--- src/shared/aosrc_consts.vh ---
// aosrc_consts.vh - constants of the aux out / converter / receiver register bank
// assumes: included by bare name from rtl files; definitions only
`ifndef AOSRC_CONSTS_VH
`define AOSRC_CONSTS_VH

// ****************************************
// register offsets (7-bit register address)
// ****************************************
`define AOSRC_OFS_AUX_REC      7'h07
`define AOSRC_OFS_DLY_MUTE     7'h08
`define AOSRC_OFS_RX_CFG1      7'h09
`define AOSRC_OFS_RX_CFG2      7'h0a

// ****************************************
// field positions
// ****************************************
`define AOSRC_AUX_SRC_HI       5
`define AOSRC_AUX_SRC_LO       4
`define AOSRC_AUX_SERIAL_WORD_SIZE_HI      3
`define AOSRC_AUX_SERIAL_WORD_SIZE_LO      2
`define AOSRC_AUX_FMT_HI       1
`define AOSRC_AUX_FMT_LO       0
`define AOSRC_DLY_MUTE_BIT     7
`define AOSRC_DLY_HI           6
`define AOSRC_CFG1_FALLBACK    7
`define AOSRC_CFG1_RATIO_HI    6
`define AOSRC_CFG1_RATIO_LO    5
`define AOSRC_CFG1_DEEMPH      4
`define AOSRC_CFG1_ERR_HI      3
`define AOSRC_CFG1_ERR_LO      2
`define AOSRC_CFG1_LOCK_HI     1
`define AOSRC_CFG1_LOCK_LO     0
`define AOSRC_CFG2_HMUTE       7
`define AOSRC_CFG2_REF_EN      6
`define AOSRC_CFG2_REF_HI      5
`define AOSRC_CFG2_REF_LO      4
`define AOSRC_CFG2_NONAUD      1
`define AOSRC_CFG2_VALID       0

// ****************************************
// reserved codes and reset values
// ****************************************
`define AOSRC_FMT_RSVD         2'h2
`define AOSRC_RATIO_RSVD       2'h3
`define AOSRC_ERR_RSVD         2'h3
`define AOSRC_RST_2B           2'h0
`define AOSRC_RST_1B           1'h0
`define AOSRC_RST_DLY          7'h00
// bits in one control port byte
`define AOSRC_BYTE_BITS        4'h8

`endif

--- src/rtl/aosrc_reg_bank.v ---
// aosrc_reg_bank.v - two-wire control port slave and config register bank
// assumes: scl/sda come from pins (open-drain, pulled up outside);
// receiver status inputs come from logic on the same clock
`timescale 1ns/1ps
`default_nettype none
`include "aosrc_consts.vh"

// Behaviour
// - aux record clock source: slave, pll, int1, int2
// - aux word size code: 24/20/18/16 bits
// - aux framing: left, i2s, right; 10 reserved
// - converter mute bit ramps output to silence
// - seven-bit fir delay, 0..127 input samples
// - unlocked receiver clock: pll or internal one
// - receiver clock ratio 128/256/512, 11 reserved
// - auto de-emphasis from channel status when set
// - error response: none, hold, zero sample
// - lock loss: none, hold, zeros, soft mute
// - receiver config one bit layout at 0x09
// - receiver config two bit layout at 0x0a
// - receiver mute bit hard-mutes receiver audio
// - pll reference: chosen port frame clock
// - validity block keeps receiver data out
// - nonaudio block; compressed payload always blocked
module aosrc_reg_bank #(
    parameter [6:0] DEV_ADDR = 7'h10  // bus address, arbitrary default
) (
    // clock and reset
    input  wire       clock,
    input  wire       nrst,
    // control port pins
    input  wire       scl_in,
    input  wire       sda_in,
    output reg        sda_out,
    output reg        sda_oe,
    // receiver status, same clock
    input  wire       pll_locked,
    input  wire       rx_parity_err,
    input  wire       rx_invalid,
    input  wire       rx_nonaudio,
    input  wire       rx_iec61937,
    input  wire       rx_emph_flag,
    // aux record port fields
    output reg  [1:0] port_timing_source_r,
    output reg  [1:0] serial_word_size_r,
    output reg  [1:0] serial_framing_format_r,
    // converter fields
    output reg        converter_soft_silence_r,
    output reg  [6:0] fir_extra_delay_r,
    // receiver fields
    output reg  [1:0] receiver_clock_ratio_r,
    output reg        receiver_hard_silence_r,
    output reg        port_reference_enable_r,
    output reg  [1:0] reference_port_choice_r,
    // receiver derived controls
    output reg        rx_clk_internal_r,
    output reg        deemph_active_r,
    output reg  [1:0] rx_sample_action_r,
    output reg        rx_src_block_r
);

    // ****************************************
    // states of the port slave
    // ****************************************
    localparam [2:0] ST_IDLE = 3'h0;  // waiting for start
    localparam [2:0] ST_ADDR = 3'h1;  // receiving address byte
    localparam [2:0] ST_AACK = 3'h2;  // acking address
    localparam [2:0] ST_RX   = 3'h3;  // receiving pointer or data
    localparam [2:0] ST_DACK = 3'h4;  // acking data byte
    localparam [2:0] ST_TX   = 3'h5;  // sending data byte
    localparam [2:0] ST_MACK = 3'h6;  // master ack slot

    // ****************************************
    // declarations
    // ****************************************
    reg        scl_s1_r;            // sync stage one
    reg        scl_s2_r;            // sync stage two
    reg        scl_d_r;             // delayed for edges
    reg        sda_s1_r;            // sync stage one
    reg        sda_s2_r;            // sync stage two
    reg        sda_d_r;             // delayed for edges
    reg  [2:0] state_r;             // slave state
    reg  [3:0] bit_cnt_r;           // bits shifted
    reg  [7:0] shift_r;             // shift register
    reg        rw_r;                // read transfer flag
    reg        ptr_phase_r;         // next byte is pointer
    reg        mack_r;              // master acked
    reg  [6:0] ptr_r;               // register pointer
    reg        fallback_r;          // unlocked clock fallback
    reg        auto_emph_r;         // auto emphasis undo
    reg  [1:0] err_resp_r;          // error response
    reg  [1:0] lock_resp_r;         // lock loss response
    reg        payload_block_r;     // nonaudio flag block
    reg        invalid_block_r;     // invalid flag block
    reg  [7:0] rd_data;             // read mux
    wire       scl_rise;            // scl rising
    wire       scl_fall;            // scl falling
    wire       start_c;             // start condition
    wire       stop_c;              // stop condition
    wire       wr_en;               // register write strobe

    assign scl_rise = scl_s2_r & ~scl_d_r;
    assign scl_fall = ~scl_s2_r & scl_d_r;
    assign start_c  = scl_s2_r & scl_d_r & sda_d_r & ~sda_s2_r;
    assign stop_c   = scl_s2_r & scl_d_r & ~sda_d_r & sda_s2_r;
    assign wr_en    = (state_r == ST_RX) && scl_fall
                      && (bit_cnt_r == `AOSRC_BYTE_BITS) && !ptr_phase_r;

    // ****************************************
    // pin synchronisers
    // ****************************************
    // two flops before any logic, then an edge copy
    always @(posedge clock) begin
        if (!nrst) begin
            scl_s1_r <= 1'b1;
            scl_s2_r <= 1'b1;
            scl_d_r  <= 1'b1;
            sda_s1_r <= 1'b1;
            sda_s2_r <= 1'b1;
            sda_d_r  <= 1'b1;
        end else begin
            scl_s1_r <= scl_in;
            scl_s2_r <= scl_s1_r;
            scl_d_r  <= scl_s2_r;
            sda_s1_r <= sda_in;
            sda_s2_r <= sda_s1_r;
            sda_d_r  <= sda_s2_r;
        end
    end

    // ****************************************
    // read mux
    // ****************************************
    // reserved bits zero
    always @* begin
        case (ptr_r)
            `AOSRC_OFS_AUX_REC: rd_data = {2'h0, port_timing_source_r,
                                           serial_word_size_r, serial_framing_format_r};
            `AOSRC_OFS_DLY_MUTE: rd_data = {converter_soft_silence_r, fir_extra_delay_r};
            `AOSRC_OFS_RX_CFG1: rd_data = {fallback_r, receiver_clock_ratio_r,
                                           auto_emph_r, err_resp_r, lock_resp_r};
            `AOSRC_OFS_RX_CFG2: rd_data = {receiver_hard_silence_r, port_reference_enable_r,
                                           reference_port_choice_r, 2'h0,
                                           payload_block_r, invalid_block_r};
            default: rd_data = 8'h00;  // unmapped reads zero
        endcase
    end

    // ****************************************
    // port slave state machine
    // ****************************************
    // samples sda on scl rise, changes sda after scl fall
    always @(posedge clock) begin
        if (!nrst) begin
            state_r     <= ST_IDLE;
            bit_cnt_r   <= 4'h0;
            shift_r     <= 8'h00;
            rw_r        <= 1'b0;
            ptr_phase_r <= 1'b0;
            mack_r      <= 1'b0;
            ptr_r       <= 7'h00;
            sda_out     <= 1'b0;
            sda_oe      <= 1'b0;
        end else if (start_c) begin
            // start or repeated start
            state_r   <= ST_ADDR;
            bit_cnt_r <= 4'h0;
            sda_oe    <= 1'b0;
        end else if (stop_c) begin
            state_r <= ST_IDLE;
            sda_oe  <= 1'b0;
        end else begin
            sda_out <= 1'b0;
            case (state_r)
                ST_ADDR, ST_RX: begin
                    if (scl_rise && bit_cnt_r != `AOSRC_BYTE_BITS) begin
                        shift_r   <= {shift_r[6:0], sda_s2_r};
                        bit_cnt_r <= bit_cnt_r + 4'h1;
                    end else if (scl_fall && bit_cnt_r == `AOSRC_BYTE_BITS) begin
                        bit_cnt_r <= 4'h0;
                        if (state_r == ST_ADDR) begin
                            // ack only our own address
                            if (shift_r[7:1] == DEV_ADDR) begin
                                rw_r    <= shift_r[0];
                                sda_oe  <= 1'b1;
                                state_r <= ST_AACK;
                            end else begin
                                state_r <= ST_IDLE;
                            end
                        end else begin
                            // pointer byte, or data with auto increment
                            if (ptr_phase_r)
                                ptr_r <= shift_r[6:0];
                            else
                                ptr_r <= ptr_r + 7'h01;
                            ptr_phase_r <= 1'b0;
                            sda_oe      <= 1'b1;
                            state_r     <= ST_DACK;
                        end
                    end
                end
                ST_AACK: begin
                    if (scl_fall) begin
                        if (rw_r) begin
                            shift_r <= {rd_data[6:0], 1'b0};
                            sda_oe  <= ~rd_data[7];
                            ptr_r   <= ptr_r + 7'h01;
                            state_r <= ST_TX;
                        end else begin
                            sda_oe      <= 1'b0;
                            ptr_phase_r <= 1'b1;
                            state_r     <= ST_RX;
                        end
                    end
                end
                ST_DACK: begin
                    if (scl_fall) begin
                        sda_oe  <= 1'b0;
                        state_r <= ST_RX;
                    end
                end
                ST_TX: begin
                    if (scl_rise) begin
                        bit_cnt_r <= bit_cnt_r + 4'h1;
                    end else if (scl_fall) begin
                        if (bit_cnt_r == `AOSRC_BYTE_BITS) begin
                            bit_cnt_r <= 4'h0;
                            sda_oe    <= 1'b0;
                            state_r   <= ST_MACK;
                        end else begin
                            sda_oe  <= ~shift_r[7];
                            shift_r <= {shift_r[6:0], 1'b0};
                        end
                    end
                end
                ST_MACK: begin
                    if (scl_rise) begin
                        mack_r <= ~sda_s2_r;
                    end else if (scl_fall) begin
                        if (mack_r) begin
                            shift_r <= {rd_data[6:0], 1'b0};
                            sda_oe  <= ~rd_data[7];
                            ptr_r   <= ptr_r + 7'h01;
                            state_r <= ST_TX;
                        end else begin
                            state_r <= ST_IDLE;
                        end
                    end
                end
                default: begin
                    state_r <= ST_IDLE;
                    sda_oe  <= 1'b0;
                end
            endcase
        end
    end

    // ****************************************
    // register writes
    // ****************************************
    always @(posedge clock) begin
        if (!nrst) begin
            port_timing_source_r     <= `AOSRC_RST_2B;
            serial_word_size_r       <= `AOSRC_RST_2B;
            serial_framing_format_r  <= `AOSRC_RST_2B;
            converter_soft_silence_r <= `AOSRC_RST_1B;
            fir_extra_delay_r        <= `AOSRC_RST_DLY;
            fallback_r               <= `AOSRC_RST_1B;
            receiver_clock_ratio_r   <= `AOSRC_RST_2B;
            auto_emph_r              <= `AOSRC_RST_1B;
            err_resp_r               <= `AOSRC_RST_2B;
            lock_resp_r              <= `AOSRC_RST_2B;
            receiver_hard_silence_r  <= `AOSRC_RST_1B;
            port_reference_enable_r  <= `AOSRC_RST_1B;
            reference_port_choice_r  <= `AOSRC_RST_2B;
            payload_block_r          <= `AOSRC_RST_1B;
            invalid_block_r          <= `AOSRC_RST_1B;
        end else if (wr_en) begin
            case (ptr_r)
                `AOSRC_OFS_AUX_REC: begin
                    port_timing_source_r <= shift_r[`AOSRC_AUX_SRC_HI:`AOSRC_AUX_SRC_LO];
                    serial_word_size_r   <= shift_r[`AOSRC_AUX_SERIAL_WORD_SIZE_HI:`AOSRC_AUX_SERIAL_WORD_SIZE_LO];
                    if (shift_r[`AOSRC_AUX_FMT_HI:`AOSRC_AUX_FMT_LO] != `AOSRC_FMT_RSVD)
                        serial_framing_format_r <= shift_r[`AOSRC_AUX_FMT_HI:`AOSRC_AUX_FMT_LO];
                end
                `AOSRC_OFS_DLY_MUTE: begin
                    converter_soft_silence_r <= shift_r[`AOSRC_DLY_MUTE_BIT];
                    fir_extra_delay_r        <= shift_r[`AOSRC_DLY_HI:0];
                end
                `AOSRC_OFS_RX_CFG1: begin
                    fallback_r  <= shift_r[`AOSRC_CFG1_FALLBACK];
                    auto_emph_r <= shift_r[`AOSRC_CFG1_DEEMPH];
                    lock_resp_r <= shift_r[`AOSRC_CFG1_LOCK_HI:`AOSRC_CFG1_LOCK_LO];
                    if (shift_r[`AOSRC_CFG1_RATIO_HI:`AOSRC_CFG1_RATIO_LO] != `AOSRC_RATIO_RSVD)
                        receiver_clock_ratio_r <=
                            shift_r[`AOSRC_CFG1_RATIO_HI:`AOSRC_CFG1_RATIO_LO];
                    if (shift_r[`AOSRC_CFG1_ERR_HI:`AOSRC_CFG1_ERR_LO] != `AOSRC_ERR_RSVD)
                        err_resp_r <= shift_r[`AOSRC_CFG1_ERR_HI:`AOSRC_CFG1_ERR_LO];
                end
                `AOSRC_OFS_RX_CFG2: begin
                    receiver_hard_silence_r <= shift_r[`AOSRC_CFG2_HMUTE];
                    port_reference_enable_r <= shift_r[`AOSRC_CFG2_REF_EN];
                    reference_port_choice_r <= shift_r[`AOSRC_CFG2_REF_HI:`AOSRC_CFG2_REF_LO];
                    payload_block_r         <= shift_r[`AOSRC_CFG2_NONAUD];
                    invalid_block_r         <= shift_r[`AOSRC_CFG2_VALID];
                end
                default: begin
                    // unmapped writes dropped
                end
            endcase
        end
    end

    // ****************************************
    // receiver derived controls
    // ****************************************
    // action codes: 0 pass, 1 hold, 2 zero, 3 soft mute
    always @(posedge clock) begin
        if (!nrst) begin
            rx_clk_internal_r  <= 1'b0;
            deemph_active_r    <= 1'b0;
            rx_sample_action_r <= 2'h0;
            rx_src_block_r     <= 1'b0;
        end else begin
            rx_clk_internal_r <= ~pll_locked & fallback_r;
            deemph_active_r   <= auto_emph_r & rx_emph_flag;
            if (!pll_locked)
                rx_sample_action_r <= lock_resp_r;
            else if (rx_parity_err)
                rx_sample_action_r <= err_resp_r;
            else
                rx_sample_action_r <= 2'h0;
            rx_src_block_r <= (invalid_block_r & rx_invalid)
                            | (payload_block_r & rx_nonaudio)
                            | rx_iec61937;
        end
    end

endmodule
`default_nettype wire

--- config.mk ---
export PLATFORM = sky130hd
export DESIGN_NAME = aosrc_reg_bank
export DESIGN_NICKNAME = d
export VERILOG_FILES = /design/src/rtl/aosrc_reg_bank.v
export VERILOG_INCLUDE_DIRS = /design/src /design/src/shared
export SDC_FILE = /design/constraint.sdc
export NUM_CORES = 1
export LEC_CHECK = 0
export BUFFER_PORTS_ARGS = -buffer_cell sky130_fd_sc_hd__buf_2
export CAP_MARGIN = 25
export CORE_MARGIN = 1
export CORE_UTILIZATION = 42
export CTS_BUF_LIST = sky130_fd_sc_hd__clkbuf_4
export CTS_CLUSTER_SIZE = 24
export DETAILED_ROUTE_END_ITERATION = 16
export GPL_TIMING_DRIVEN = 1
export PLACE_DENSITY_LB_ADDON = 0.05
export SKIP_CTS_REPAIR_TIMING = 1
export SLEW_MARGIN = 40
export SYNTH_ARGS = -nofsm -noshare
export SYNTH_HDL_FRONTEND = slang
export SYNTH_SLANG_ARGS = --single-unit
--- constraint.sdc ---
create_clock -name clock -period 2.52 [get_ports clock]
set_input_delay 0.504 -clock clock [delete_from_list [all_inputs] [get_ports clock]]
set_output_delay 0.504 -clock clock [all_outputs]
set_load 0.05 [all_outputs]
==> run metrics <==
RePlAce Congestion=0.840; top cells by area, synth=dfxtp_1 38%, nand2_1 4.5%, a21oi_1 4.4%, nand3_1 4.4%, a21boi_0 4.2%; port buffer count=35; cell accounting for the most synthesized area=dfxtp_1; antenna-violating nets left=0; Switching Fraction=23.3%; Worst Tran Pin Value=0.711 ns; grt ovf=0; Startpoint Class=flip-flop; unrepaired setup endpoints after global routing=false; Clock Power Share=46.1%; Reg area=1300 µm²; CP Data Required Time=2.85 ns; post-synthesis cell type count=62; delay-heaviest family, CP=simple AND/OR/NAND/NOR gates; final WL=9.46 mm; vias in the first global route=2874; antenna violations before repair=0; worst clock skew=0.0172 ns; clk sinks=65; Yosys warning total=0; post-layout min period=2.20 ns; Residual DRC=0; ys async rst share=0%; CTS tree=yes; LEAKAGE=1.47 nW; Worst Path Arrival=2.53 ns; share of power burned in registers=48.7%; diode count=0; root buffer cell=clkbuf_4; CTS HTree Levels=3; Via-to-Cell Ratio=5.88; Area after DPL=3680 µm²; fin nets=456; fmax=454 MHz; syn_nets=432; max cap viols=0; number of primary I/O pins=37; status=complete, no violations; Clock Latency Late Sink=0.41 ns; final period utilization=87.4%; critical path class=reg2reg; sequential area share after synthesis=37.9%; EDFF count, synth=0; clock buffer depth=2; Worst path max stage delay=0.60 ns; Die Ht=92.4 µm; CTS buffer count=9; Max stage delay cell, worst path=or4b_1; Final Max Slew Viols=0; crit end category=flip-flop; post-detail-place hpwl=6.61 mm; commonest non-fill, non-tap cells in the layout=65 x dfxtp_1, 41 x nand2_1, 35 x buf_2; cells after synthesis=413; # setup viols final=0; core area=7810 µm²; DRT Pass-1 Iters=6; logic gate share of total power=5.1%; std cell rows=32; Switch Pwr=0.513 mW; Vias=3201; final instance area=3890 µm²; syn_area_per_cell=8.31 µm²; Buf/Inv on CP=1; FILL cells=765; Synth Cell Area=3430 µm²; overall die width=92.4 µm; per-cell routed wire length=17.4 µm; Synth Flop Type=dfxtp_1; register bit total from synthesis=65; Hold Path Class=in2reg; hold_ws=0.275 ns; most common cell after layout, fill and taps aside=dfxtp_1; Setup TNS=0 ns; P&R area growth vs syn=13.5%; Initial DRC Count=343; gr usage total=22.8%; largest net degree at the start of global routing=43; clk slew on worst S/H paths=0.12 ns; Starting Density=43.9%; first-pass GRT wire length=15.1 mm; relative slew slack=51.9%; Fin. Hold Viols=0; die area=8530 µm²; worst vdd ir=0.245 mV; Pwr Density=566 nW/µm²; worst-path fanout max=9; area share of the largest cell type after synthesis=37.9%; Cell Int Power=1.69 mW; area of the multi-input gates=1930 µm²; Critical Path, Cell by Cell=inv_1 > ha_1 > nand3b_4 > o21ai_0 > or4b_1 > or3_1 > a31oi_1; ratio of cells with drive above 1 in the final layout=17.2%
==> routing by layer <==
metal	wire length (µm)	vias up	track usage, %
li1	-	1560	-
met1	4580	1522	33.8
met2	4080	98	32.3
met3	568	21	4.43
met4	223	0	8.07
met5	0	-	0
==> stage by stage <==
stage	total power, mW	util (%)	setup WS [ns]	std cells
4_1_cts	2.23	49.9	0.305	544
3_3_place_gp	1.21	47.2	0.396	528
2_1_floorplan	1.17	-	0.548	413
5_1_grt	2.29	49.9	0.147	544
6_report	2.20	49.9	0.318	544
3_5_place_dp	1.21	47.2	0.319	528
==> logic make-up after synthesis <==
| group | after synthesis | synth area share [%] |
|---|---|---|
| xor+xnor | 2 | 1.06 |
| simple gates | 156 | 24.3 |
| flops | 65 | 37.9 |
| compound gates | 126 | 25.7 |
| other cells | 1 | 0.109 |
| buf+inv | 48 | 5.87 |
| mux | 6 | 1.75 |
| fa+ha+maj | 9 | 3.28 |
==> final cells by class <==
cell class	count	area share, %
Multi-Input combinational cell	300	49.5
Sequential cell	65	33.4
Tap cell	102	3.28
Clock buffer	9	1.74
Timing Repair Buffer	46	6.94
Inverter	15	1.45
Clock inverter	7	3.63
==> flip-flops by register name (all words and copies together) (netlist names), 3 cells and up <==
signal,flops
shift_r,8
fir_extra_delay_r,7
ptr_r,7
bit_cnt_r,4
state_r,3
==> synthesized netlist by cell type (2+ instances only) <==
master     count
a311oi_1       4
nor2b_1        9
a21oi_1       30
a31oi_1        7
nand3b_1       2
or3_1          2
and3b_1        2
mux2i_1        6
a21o_1         5
o21a_1         2
nand2_1       41
and3_1         4
nand3_1       30
o22ai_1        2
a21boi_0      19
o221a_2        4
nand2b_1      13
clkbuf_1      24
o21ai_0       15
or2_2          4
a222oi_1       6
a32oi_1        6
nor4_1         3
dfxtp_1       65
and2_1         4
nor2_1        16
buf_2          5
nor3_1        14
ha_1           9
a211oi_1       2
a221oi_1       2
nor2_2         2
o211ai_1       3
buf_4          2
inv_1         15
o2bb2ai_1      2
o31ai_1        2
o32ai_1        4
a22oi_1        3
==> path summary, 6_finish.rpt <==
| check | start | to | slack (ns) | cells after the start |
|---|---|---|---|---|
| max | bit_cnt_r[0]$_SDFFE_PP0P_ | ptr_r[0]$_SDFFE_PN0P_ | 0.32 | 7 |
| min | sda_in | sda_s1_r$_SDFF_PN1_ | 0.28 | 2 |
| max reg2reg | bit_cnt_r[0]$_SDFFE_PP0P_ | ptr_r[0]$_SDFFE_PN0P_ | 0.32 | 7 |
| min reg2reg | scl_s1_r$_SDFF_PN1_ | scl_s2_r$_SDFF_PN1_ | 0.42 | 1 |
==> power groups by stage <==
stage / combinational [mW] / sequential (mW) / clock [mW]
2_1_floorplan: 0.0912 / 1.08 / 0
6_report: 0.113 / 1.07 / 1.02
3_3_place_gp: 0.112 / 1.10 / 0
3_5_place_dp: 0.112 / 1.10 / 0
4_1_cts: 0.113 / 1.07 / 1.04
5_1_grt: 0.124 / 1.08 / 1.08
==> worst register-to-register path: cells and delay by family, from the launching register on <==
kind | cells | cell delay [ns]
and+or+nand+nor | 3 | 1.14
adders and majority gates | 1 | 0.21
AOI/OAI and AO/OA | 2 | 0.33
buffers and inverters | 1 | 0.07
DFF | 1 | 0.37
(Power assumes the default switching activity.)
